## src/adcs_pkg.sv

```systemverilog
/*
 * Constants, types and timing figures shared by the converter sequencer and its clock divider.
 * Assumes a single system clock of 25 MHz and that software-facing control bits arrive on that clock.
 */
// Functional notes
// - A conversion starts only after the start bit goes high and then returns low.
// - The busy flag is set by hardware as soon as a conversion has been started.
// - The busy flag is cleared by hardware when the conversion finishes.
// - Completion sets the interrupt request flag, which reaches the interrupt line only when enabled.
// - The conversion clock is the system clock divided by 1, 2, 4 up to 128 for select codes 000 to 111.
// - The analog circuitry is powered only while the power-enable bit is high, which software sets first.
// - Each conversion first samples the input for exactly 4 conversion clocks.
// - Then 12 conversion clocks convert, giving 16 conversion clocks in all.
// - The result is held in a high and a low byte once the busy flag is low.
// - The result is 12 bits wide with all ones as full scale.
package adcs_pkg;

    // ****************************************************************
    // Widths and counts
    // ****************************************************************
    localparam int unsigned RESULT_WIDTH  = 12;
    localparam int unsigned BYTE_WIDTH    = 8;
    localparam int unsigned DIV_SEL_WIDTH = 3;
    localparam int unsigned DIV_CNT_WIDTH = 7;
    localparam int unsigned BIT_IDX_WIDTH = 4;
    localparam int unsigned TICK_CNT_WIDTH = 5;

    localparam logic [TICK_CNT_WIDTH-1:0] SAMPLE_TICKS  = 5'h04;
    localparam logic [TICK_CNT_WIDTH-1:0] CONVERT_TICKS = 5'h0c;
    localparam logic [TICK_CNT_WIDTH-1:0] TOTAL_TICKS   = 5'h10;
    localparam logic [BIT_IDX_WIDTH-1:0]  MSB_INDEX     = 4'hb;
    localparam logic [BIT_IDX_WIDTH-1:0]  LSB_INDEX     = 4'h0;
    localparam logic [RESULT_WIDTH-1:0]   FULL_SCALE    = 12'hfff;
    localparam logic [RESULT_WIDTH-1:0]   RESULT_RESET  = 12'h000;

    // ****************************************************************
    // Timing
    // ****************************************************************
    localparam int unsigned SYS_CLK_PERIOD_NS  = 40;
    localparam int unsigned MIN_CONV_PERIOD_NS = 500;
    localparam int unsigned MAX_CONV_PERIOD_NS = 10000;
    localparam int unsigned MIN_CONV_CYCLES =
        (MIN_CONV_PERIOD_NS + SYS_CLK_PERIOD_NS - 1) / SYS_CLK_PERIOD_NS;
    localparam int unsigned MAX_CONV_CYCLES = MAX_CONV_PERIOD_NS / SYS_CLK_PERIOD_NS;

    // ****************************************************************
    // Types
    // ****************************************************************
    typedef enum logic [2:0] {
        ST_IDLE    = 3'h1,
        ST_SAMPLE  = 3'h2,
        ST_CONVERT = 3'h4
    } adcs_state_e;

    typedef struct packed {
        logic                     powerEnable;
        logic                     intEnable;
        logic [DIV_SEL_WIDTH-1:0] divSel;
    } adcs_cfg_s;

    typedef struct packed {
        logic                    powerOn;
        logic                    sampleHold;
        logic [RESULT_WIDTH-1:0] dacCode;
    } adcs_analog_s;

endpackage

```

## src/adcs_sequencer.sv

```systemverilog
/*
 * Start detection, sample and successive-approximation sequencing, busy and interrupt flags, result bytes.
 * Assumes control inputs come from software registers on sys_clk and the comparator is asynchronous.
 */
`timescale 1ns/10ps
`default_nettype none
module adcs_sequencer (
    // Clock and reset
    input  wire logic                                   sys_clk,
    input  wire logic                                   resetn,
    // Software control
    input  wire adcs_pkg::adcs_cfg_s                    cfg,
    input  wire logic                                   startBit,
    input  wire logic                                   irqClear,
    // Software status
    output logic                                        busyFlag,
    output logic                                        irqFlag,
    output logic                                        irqOut,
    output logic                                        clkRangeOk,
    output logic [adcs_pkg::BYTE_WIDTH-1:0]             resultHigh,
    output logic [adcs_pkg::BYTE_WIDTH-1:0]             resultLow,
    // Analog front end
    input  wire logic                                   compIn,
    output adcs_pkg::adcs_analog_s                      analog
);

    // ****************************************************************
    // Reset release and comparator synchroniser
    // ****************************************************************
    logic rstMeta;
    logic rstn;
    logic compMeta;
    logic compSync;

    always_ff @(posedge sys_clk or negedge resetn) begin
        if (!resetn) begin
            rstMeta <= 1'b0;
            rstn    <= 1'b0;
        end else begin
            rstMeta <= 1'b1;
            rstn    <= rstMeta;
        end
    end

    always_ff @(posedge sys_clk or negedge rstn) begin
        if (!rstn) begin
            compMeta <= 1'b0;
            compSync <= 1'b0;
        end else begin
            compMeta <= compIn;
            compSync <= compMeta;
        end
    end

    // ****************************************************************
    // Start detection and sequencing
    // ****************************************************************
    adcs_pkg::adcs_state_e                state;
    logic                                 armed;
    logic                                 trigger;
    logic                                 tick;
    logic                                 done;
    logic [adcs_pkg::TICK_CNT_WIDTH-1:0]  sampleCnt;
    logic [adcs_pkg::BIT_IDX_WIDTH-1:0]   bitIdx;
    logic [adcs_pkg::RESULT_WIDTH-1:0]    sar;
    logic [adcs_pkg::RESULT_WIDTH-1:0]    finalCode;

    function automatic logic [adcs_pkg::RESULT_WIDTH-1:0] bit_mask(
        input logic [adcs_pkg::BIT_IDX_WIDTH-1:0] idx);
        bit_mask = adcs_pkg::RESULT_WIDTH'(12'h001 << idx);
    endfunction

    // Start is only armed while idle and powered, so a pulse seen during a conversion is dropped.
    always_ff @(posedge sys_clk or negedge rstn) begin
        if (!rstn) begin
            armed <= 1'b0;
        end else if (startBit && !busyFlag && cfg.powerEnable) begin
            armed <= 1'b1;
        end else if (!startBit || busyFlag || !cfg.powerEnable) begin
            armed <= 1'b0;
        end
    end

    assign trigger = armed && !startBit && !busyFlag && cfg.powerEnable;
    assign done    = (state == adcs_pkg::ST_CONVERT) && tick && (bitIdx == adcs_pkg::LSB_INDEX);
    assign finalCode = compSync ? (sar | bit_mask(bitIdx)) : sar;

    adcs_clk_div u_clk_div (
        .sys_clk (sys_clk),
        .rstn    (rstn),
        .run     (busyFlag),
        .divSel  (cfg.divSel),
        .tick    (tick)
    );

    always_ff @(posedge sys_clk or negedge rstn) begin
        if (!rstn) begin
            state     <= adcs_pkg::ST_IDLE;
            sampleCnt <= '0;
            bitIdx    <= adcs_pkg::MSB_INDEX;
        end else if (!cfg.powerEnable) begin
            // Losing power before the last conversion clock abandons it; no result and no request follow.
            state     <= adcs_pkg::ST_IDLE;
            sampleCnt <= '0;
            bitIdx    <= adcs_pkg::MSB_INDEX;
        end else begin
            case (state)
                adcs_pkg::ST_IDLE: begin
                    if (trigger) begin
                        state     <= adcs_pkg::ST_SAMPLE;
                        sampleCnt <= '0;
                    end
                end
                adcs_pkg::ST_SAMPLE: begin
                    if (tick) begin
                        if (sampleCnt == adcs_pkg::SAMPLE_TICKS - 5'h01) begin
                            state  <= adcs_pkg::ST_CONVERT;
                            bitIdx <= adcs_pkg::MSB_INDEX;
                        end else begin
                            sampleCnt <= sampleCnt + 5'h01;
                        end
                    end
                end
                adcs_pkg::ST_CONVERT: begin
                    if (done) begin
                        state <= adcs_pkg::ST_IDLE;
                    end else if (tick) begin
                        bitIdx <= bitIdx - 4'h1;
                    end
                end
                default: begin
                    state <= adcs_pkg::ST_IDLE;
                end
            endcase
        end
    end

    // One bit is decided per conversion clock, most significant first.
    always_ff @(posedge sys_clk or negedge rstn) begin
        if (!rstn) begin
            sar <= adcs_pkg::RESULT_RESET;
        end else if (trigger) begin
            sar <= adcs_pkg::RESULT_RESET;
        end else if ((state == adcs_pkg::ST_CONVERT) && tick) begin
            sar <= finalCode;
        end
    end

    always_ff @(posedge sys_clk or negedge rstn) begin
        if (!rstn) begin
            busyFlag <= 1'b0;
        end else if (trigger) begin
            busyFlag <= 1'b1;
        end else if (done || !cfg.powerEnable) begin
            busyFlag <= 1'b0;
        end
    end

    // ****************************************************************
    // Result, interrupt and status
    // ****************************************************************
    always_ff @(posedge sys_clk or negedge rstn) begin
        if (!rstn) begin
            resultHigh <= '0;
            resultLow  <= '0;
        end else if (done) begin
            resultHigh <= adcs_pkg::BYTE_WIDTH'(finalCode >> adcs_pkg::BYTE_WIDTH);
            resultLow  <= finalCode[adcs_pkg::BYTE_WIDTH-1:0];
        end
    end

    // A completion in the same cycle as a software clear keeps the request.
    always_ff @(posedge sys_clk or negedge rstn) begin
        if (!rstn) begin
            irqFlag <= 1'b0;
        end else if (done) begin
            irqFlag <= 1'b1;
        end else if (irqClear) begin
            irqFlag <= 1'b0;
        end
    end

    assign irqOut = irqFlag && cfg.intEnable;

    // Flags a divider choice inside the recommended conversion clock window; advisory only.
    always_ff @(posedge sys_clk or negedge rstn) begin
        if (!rstn) begin
            clkRangeOk <= 1'b0;
        end else begin
            clkRangeOk <= ((32'h1 << cfg.divSel) >= adcs_pkg::MIN_CONV_CYCLES) &&
                          ((32'h1 << cfg.divSel) <= adcs_pkg::MAX_CONV_CYCLES);
        end
    end

    always_ff @(posedge sys_clk or negedge rstn) begin
        if (!rstn) begin
            analog <= '0;
        end else begin
            analog.powerOn    <= cfg.powerEnable;
            analog.sampleHold <= (state == adcs_pkg::ST_SAMPLE);
            analog.dacCode    <= (state == adcs_pkg::ST_CONVERT) ? (sar | bit_mask(bitIdx)) : sar;
        end
    end

    // ****************************************************************
    // Checks
    // ****************************************************************
    logic [adcs_pkg::TICK_CNT_WIDTH-1:0] convTicks;

    always_ff @(posedge sys_clk or negedge rstn) begin
        if (!rstn) begin
            convTicks <= '0;
        end else if (trigger) begin
            convTicks <= '0;
        end else if (busyFlag && tick) begin
            convTicks <= convTicks + 5'h01;
        end
    end
endmodule // adcs_sequencer
`default_nettype wire

```

## src/adcs_clk_div.sv

```systemverilog
/*
 * Power-of-two divider that makes the one-cycle conversion clock tick from the system clock.
 * Assumes run is low between conversions so each conversion starts from a cleared count.
 */
`timescale 1ns/10ps
`default_nettype none
module adcs_clk_div (
    // Clock and reset
    input  wire logic                                 sys_clk,
    input  wire logic                                 rstn,
    // Control
    input  wire logic                                 run,
    input  wire logic [adcs_pkg::DIV_SEL_WIDTH-1:0]   divSel,
    // Tick
    output logic                                      tick
);

    logic [adcs_pkg::DIV_CNT_WIDTH-1:0] count;
    logic [adcs_pkg::DIV_CNT_WIDTH-1:0] wrapAt;

    function automatic logic [adcs_pkg::DIV_CNT_WIDTH-1:0] ratio_mask(
        input logic [adcs_pkg::DIV_SEL_WIDTH-1:0] sel);
        ratio_mask = adcs_pkg::DIV_CNT_WIDTH'((8'h01 << sel) - 8'h01);
    endfunction

    assign wrapAt = ratio_mask(divSel);
    assign tick   = run && (count == wrapAt);

    always_ff @(posedge sys_clk or negedge rstn) begin
        if (!rstn) begin
            count <= '0;
        end else if (!run || tick) begin
            count <= '0;
        end else begin
            count <= count + 7'h01;
        end
    end
endmodule // adcs_clk_div
`default_nettype wire

```

## config.mk

```make
export PLATFORM = sky130hd
export DESIGN_NAME = adcs_sequencer
export DESIGN_NICKNAME = d
export VERILOG_FILES = /design/src/adcs_pkg.sv /design/src/adcs_sequencer.sv /design/src/adcs_clk_div.sv
export SDC_FILE = /design/constraint.sdc
export NUM_CORES = 1
export LEC_CHECK = 0
export ABC_AREA = 1
export BUFFER_PORTS_ARGS = -buffer_cell sky130_fd_sc_hd__buf_2
export CORE_ASPECT_RATIO = 0.5
export CORE_MARGIN = 10
export CORE_UTILIZATION = 55
export DETAILED_ROUTE_END_ITERATION = 8
export GPL_ROUTABILITY_DRIVEN = 0
export PLACE_DENSITY = 0.74
export REMOVE_ABC_BUFFERS = 1
export SYNTH_ARGS = -nofsm -noshare
export SYNTH_HDL_FRONTEND = slang
export SYNTH_HIERARCHICAL = 1
export SYNTH_SLANG_ARGS = --single-unit
```

## constraint.sdc

```tcl
create_clock -name sys_clk -period 4.4 [get_ports sys_clk]
set_clock_uncertainty 0.05 [all_clocks]
set_input_delay 0.44 -clock sys_clk [delete_from_list [all_inputs] [get_ports sys_clk]]
set_output_delay 0.44 -clock sys_clk [all_outputs]
set_load 0.01 [all_outputs]
```

==> results_dict.tcl, run 1 <==
set metrics [dict create \
    worstPathRequired_ps 4600 \
    crit_end "resultLow[5]" \
    hold_viol_final 0 \
    ios 44 \
    critPathMaxStageDelay_ps 450 \
    ys.flop_type "dfrtp_1" \
    tightest_slew_ps 769 \
    hpwl_um 5010 \
    antenna_cells 0 \
    grt_pass1_wl_um 11600 \
    num_vias 2548 \
    syn_area_per_cell_sq_um 8.56 \
    r2r_start "u_clk_div/count[3]" \
    cts_buffers 9 \
    clock-sinks 65 \
    grt_max_degree 64 \
    synth_top_cell_area_share_pct 47.3 \
    finalSetupViolCount 0 \
    port_buffers 39 \
    clock_latency_ps 330 \
    slowest_stage "nor2_4" \
    tns_ps 0 \
    startpoint "u_clk_div/count[3]" \
    r2r_end "resultLow[5]" \
    ir_worst_vdd_mv 0.396 \
    drv_cap 0 \
    syn_inst 377 \
    crit_path_end_kind "flop" \
    p_leak_nw 1.93 \
    ys_seq_elements 65 \
    die_area_sq_um 9510 \
    wirelength_um 6830 \
    antenna_found_initial 0 \
    drtAntennaViolNets 0 \
    cp_common_cell "nor2_1" \
    drt-wirelength-per-cell_um 13.8 \
    period_needed_ps 2360 \
    cts.path.max_buffers 2 \
    worstRegToRegCells 11 \
    rsz0062_at_grt "no" \
    postSynth.asyncResetShare_pct 100 \
    postCtsSetupBuffers 0 \
    cts_tree "built" \
    critPathBufInv 1 \
    grt_util_all_layers_pct 15.3 \
    r2r_setup_slack_ps 2040 \
    critPathMaxFanout 21 \
    outcome "completed" \
    remaining_drc_errors 0 \
    hold_path_class "input port to flop" \
    drt_iter0_markers 132 \
    start_kind "flop" \
    ys_types 32 \
    fin_crit_sh_pct 53.5 \
    core_area_sq_um 5590 \
    cts_root_buf "clkbuf_16" \
    finalMaxSlewViolations 0 \
    detail_route.vias_per_cell 5.14 \
    fin_nets 435 \
    total_power_mw 1.64 \
    grt-ovfl-total 0 \
    yosys_warnings 6 \
    power_density_nw_per_um2 437 \
    crit_type "flop to flop" \
    rows 19 \
    critical_path_arrival_ps 2550 \
    slew_headroom_pct 48.7 \
    ys_top_cells_by_count "nand2_1, dfrtp_1, inv_1" \
    area_growth_pct 16.5 \
    die_h_um 74.2 \
    initial_core_util_pct 57.7 \
    yosysTopAreaCell "dfrtp_1" \
    htree_levels 3 \
    yosysMostFrequentCell "nand2_1" \
    synth_edf_count 0 \
    die_w_um 128 \
    yosys-top-cells-area "dfrtp_1, nand2_1, inv_1, nand3_1, nor2_1" \
    path_depth 11 \
    cts.clk_slew.worst_paths_ps 50 \
    path_cells "inv_1 > nand2_1 > nand2_1 > nand3_1 > nor2_1 > nand3_2 > nor2_1 > nand3_4 > nor2_4 > nor2_1 > a31oi_1" \
    firstDrtPassIters 4 \
    ys_seq_area_share_pct 50.6 \
    netlist_area_sq_um 3230 \
    grt_pass1_vias 2503 \
    crit_family "simple AND/OR/NAND/NOR gates" \
    fmax_mhz 424 \
    layout-drive-gt1-share_pct 21.5 \
]
-- where the power goes --
part	internal (mW)	switching (mW)	total, mW
logic	0.0756	0.168	0.243
registers	0.636	0.0426	0.679
clock network	0.484	0.239	0.722
total	1.20	0.449	1.64
-- metrics by stage --
stage                     worst slack, ps  cells  cell area, sq um  util [%]  hold WS [ps]
after detailed placement             1890    479              3440      61.6           178
after CTS                            2070    496              3760      67.3           156
after floorplan                      2410    366              3140         -          94.4
after global placement               2040    479              3440      61.6           175
after global routing                 1780    496              3760      67.3           154
final                                2040    496              3760      67.3           167
-- placed cells by master (no fill, tap or decap), drive strengths merged, types with 2 or more instances in the layout --
cell and count:
a21oi 7, a31oi 8, buf 40, clkbuf 14
conb 5, dfrtp 61, dfstp 4, ha 7
inv 49, nand2 98, nand3 30, nand4 8
nor2 46, nor3 7, o21a 8, o21ai 19
or2 2, xnor2 2, xor2 4
-- worst register-to-register path: stages (launching register included) --
cell	delay, ps
dfrtp_1	420
inv_1	110
nand2_1	60
nand2_1	50
nand3_1	70
nor2_1	140
nand3_2	120
nor2_1	310
nand3_4	260
nor2_4	450
nor2_1	90
a31oi_1	160
-- per-layer routing --
metal / vias to the layer above / global-route usage, % / part of all wire [%] / wire length [um]
met3: 6 / 7.09 / 7.1 / 488
li1: 1268 / - / - / -
met1: 1217 / 18.2 / 46 / 3150
met5: - / 0 / 0 / 0
met2: 57 / 24.5 / 46 / 3160
met4: 0 / 4.59 / 0.54 / 37
-- cell type report --
cell class / count / area (sq um)
Timing Repair Buffer: 41 / 213
Sequential cell: 65 / 1630
Multi-Input combinational cell: 252 / 1330
Clock buffer: 14 / 274
Tap cell: 73 / 91.3
Fill cell: 441 / 1830
Inverter: 49 / 184
Clock inverter: 2 / 35.0
-- worst min path at each step --
| stage | depth (start not counted) | from | endpoint |
|---|---|---|---|
| after floorplan | 0 | resetn | rstMeta |
| after global placement | 1 | resetn | rstMeta |
| after detailed placement | 1 | resetn | rstMeta |
| after CTS | 1 | compIn | compMeta |
| after global routing | 1 | compIn | compMeta |
| final | 1 | compIn | compMeta |
-- kinds of logic (layout without fill, tap and decap cells) --
kind of cell / Yosys count / in the layout / synth area share [%]
adder cells (fa/ha/maj): 7 / 7 / 2.72
AND/OR/NAND/NOR: 192 / 192 / 28.7
AO/OA/AOI/OAI: 42 / 42 / 7.56
flip-flops: 65 / 65 / 50.6
buffers and inverters: 63 / 106 / 8.57
XOR/XNOR: 6 / 6 / 1.63
other: 2 / 5 / 0.233
-- what timing repair did --
action	4_1_cts	5_1_grt
endpoints found under the hold margin	2	0
resized for setup	0	0
hold buffers	1	0
-- sequential cells by signal, indices dropped and copies added (netlist names), 3 cells and up --
signal / cells
state: 3
u_clk_div/count: 7
resultHigh: 4
analog: 14
bitIdx: 4
resultLow: 8
sar: 12
sampleCnt: 5
(Power assumes the default switching activity.)
==> inputs of run 2 (changes only) <==
--- a/config.mk
+++ b/config.mk
@@ -5,14 +5,14 @@
 export SDC_FILE = /design/constraint.sdc
 export NUM_CORES = 1
 export LEC_CHECK = 0
-export ABC_AREA = 1
+export ABC_AREA = 0
 export BUFFER_PORTS_ARGS = -buffer_cell sky130_fd_sc_hd__buf_2
 export CORE_ASPECT_RATIO = 0.5
 export CORE_MARGIN = 10
-export CORE_UTILIZATION = 55
+export CORE_UTILIZATION = 51
 export DETAILED_ROUTE_END_ITERATION = 8
 export GPL_ROUTABILITY_DRIVEN = 0
-export PLACE_DENSITY = 0.74
+export PLACE_DENSITY = 0.72
 export REMOVE_ABC_BUFFERS = 1
 export SYNTH_ARGS = -nofsm -noshare
 export SYNTH_HDL_FRONTEND = slang
==> constraint.sdc (replaced) <==
create_clock -name sys_clk -period 2.05 [get_ports sys_clk]
set_clock_uncertainty 0.05 [all_clocks]
set_input_delay 0.205 -clock sys_clk [delete_from_list [all_inputs] [get_ports sys_clk]]
set_output_delay 0.205 -clock sys_clk [all_outputs]
set_load 0.01 [all_outputs]
==> results_dict.tcl, run 2 <==
set metrics [dict create \
    largestRegisters "analog x14, sar x12, resultLow x8" \
    ys.flop_type "dfrtp_1" \
    grt_util_all_layers_pct 15.9 \
    ys_seq_area_share_pct 53.3 \
    grt-ovfl-total 0 \
    netlist_area_sq_um 3060 \
    path_depth 8 \
    hp-start "cfg[4]" \
    combPwrFrac_pct 4.5 \
    final_common_cell "dfrtp_1" \
    layout-drive-gt1-share_pct 34.7 \
    path_cells "or4_4 > o211ai_2 > nor4b_4 > and3_4 > nand4bb_4 > o32a_4 > or3_1 > a21oi_2" \
    remaining_drc_errors 0 \
    layout.cells.most_common_list "dfrtp_1, buf_2, nor2_1, nand2_1, buf_4" \
    worstRegToRegCells 8 \
    hold_path_class "input port to flop" \
    clock_latency_ps 330 \
    fin_crit_sh_pct 119 \
    synth_top_cell_area_share_pct 49.9 \
    clockPowerShare_pct 53.1 \
    core_area_sq_um 5630 \
    clock-sinks 65 \
    fmax_mhz 410 \
    finalSetupViolCount 38 \
    crit_end "sampleCnt[0]" \
    p_sw_mw 0.682 \
    drt_iter0_markers 152 \
    tightest_slew_ps 637 \
    pwr-share-seq_pct 42.4 \
    final_cells 436 \
    postSynth.asyncResetShare_pct 100 \
    place_area_sq_um 3420 \
    ir_worst_vdd_mv 0.586 \
    outcome "finished, violations left" \
    power_density_nw_per_um2 782 \
    placedCellCount 413 \
    cts.path.max_buffers 2 \
    rows 19 \
    slowest_stage "or4_4" \
    fin_ws_ps -389 \
    ys_seq_elements 65 \
    synth_edf_count 0 \
    antenna_found_initial 0 \
    period_needed_ps 2440 \
    netSwitchingFraction_pct 21.9 \
    ys_top_cells_by_count "dfrtp_1, a21oi_1, nand2_1, nor2_1, o21ai_1" \
    cts_tree "built" \
    detail_route.vias_per_cell 5.53 \
    crit_type "flop to flop" \
    hpwl_um 4940 \
    total_power_mw 3.12 \
    drt-wirelength-per-cell_um 16.9 \
    htree_levels 3 \
    r2r_start "u_clk_div/count[5]" \
    drv_cap 0 \
    dp_slack_ps -425 \
    r2r_setup_slack_ps -390 \
    slew_headroom_pct 57.5 \
    largest_register_ffs 14 \
    cts.clk_slew.worst_paths_ps 60 \
    finalMaxSlewViolations 0 \
    firstDrtPassIters 4 \
    fin_nets 375 \
    drtAntennaViolNets 0 \
    grt_max_degree 37 \
    tns_ps -10180 \
    critPathBufInv 0 \
    utilization_pct 70.8 \
    area_growth_pct 30.2 \
    crit_family "simple AND/OR/NAND/NOR gates" \
    grt_pass1_vias 2483 \
    top_register "analog" \
    critPathMaxFanout 5 \
    worstPathRequired_ps 2250 \
    die_w_um 130 \
    yosysTopAreaCell "dfrtp_1" \
    critical_path_arrival_ps 2640 \
    syn_area_per_cell_sq_um 10.4 \
    wirelength_um 7370 \
    hold_viol_final 0 \
    p_leak_nw 1.98 \
    start_kind "flop" \
    startpoint "u_clk_div/count[5]" \
    die_h_um 74.8 \
    initial_core_util_pct 54.3 \
    antenna_cells 0 \
    violations "negative setup slack" \
    ys_types 56 \
    grt_pass1_wl_um 12100 \
    cts_buffers 9 \
    yosysMostFrequentCell "dfrtp_1" \
    yosys-top-cells-area "dfrtp_1, a21oi_1, dfstp_2, a21o_1, o21ai_1" \
    die_area_sq_um 9690 \
    num_vias 2411 \
    ios 44 \
    critPathMaxStageDelay_ps 530 \
    syn_inst 293 \
    power.internal_mw 2.44 \
    yosys_warnings 6 \
    holdWs_ps 79.7 \
    crit_path_end_kind "flop" \
    rsz0062_at_grt "yes" \
    r2r_end "sampleCnt[0]" \
    port_buffers 39 \
    fin_area_sq_um 3990 \
    cts_root_buf "clkbuf_16" \
]
[run 2: repair_timing]
item / CTS / global route
endpoints found under the setup margin: 38 / 38
hold buffers: 3 / 0
setup buffers: 4 / 1
resized for setup: 33 / 5
endpoints found under the hold margin: 4 / 0
pin swaps: 27 / 19
[run 2: final cells by class]
class	count	area (sq um)
inverter	10	37.5
sequential	65	1630
fill	399	1650
clock buffer	9	225
timing repair buffer	69	463
clock inverter	7	103
tap	73	91.3
multi-input combinational	203	1440
[run 2: kinds of logic (layout without fill, tap and decap cells)]
group	Yosys count	count (layout)	synth area share, %
AND/OR/NAND/NOR	94	94	17.8
AO/OA/AOI/OAI	88	88	17.8
flip-flops	65	65	53.3
buffers and inverters	28	95	5.44
XOR/XNOR	9	9	2.57
adder cells (fa/ha/maj)	7	7	2.86
other	2	5	0.245
[run 2: routing by layer]
layer / vias to the layer above / track usage, % / part of all wire [%]
met5: - / 0 / 0
met2: 55 / 28.2 / 52
met3: 8 / 4.70 / 4.5
met1: 1195 / 18.1 / 42
met4: 0 / 6.31 / 0.99
li1: 1153 / - / -
[run 2: power groups by stage]
stage | Clock (mW) | Sequential (mW) | Combinational (mW)
after floorplan | 0 | 1.35 | 0.0571
after global placement | 0 | 1.34 | 0.118
after detailed placement | 0 | 1.34 | 0.122
after CTS | 1.68 | 1.32 | 0.140
after global routing | 1.74 | 1.33 | 0.152
final | 1.66 | 1.32 | 0.140
[run 2: how the worst min path moves through the flow]
stage / slack (ps) / endpoint / cells after the start
after floorplan: -140 / rstMeta / 0
after global routing: 60 / analog[13] / 1
after detailed placement: -60 / rstMeta / 1
final: 80 / analog[13] / 1
after CTS: 70 / analog[13] / 1
after global placement: -60 / rstMeta / 1
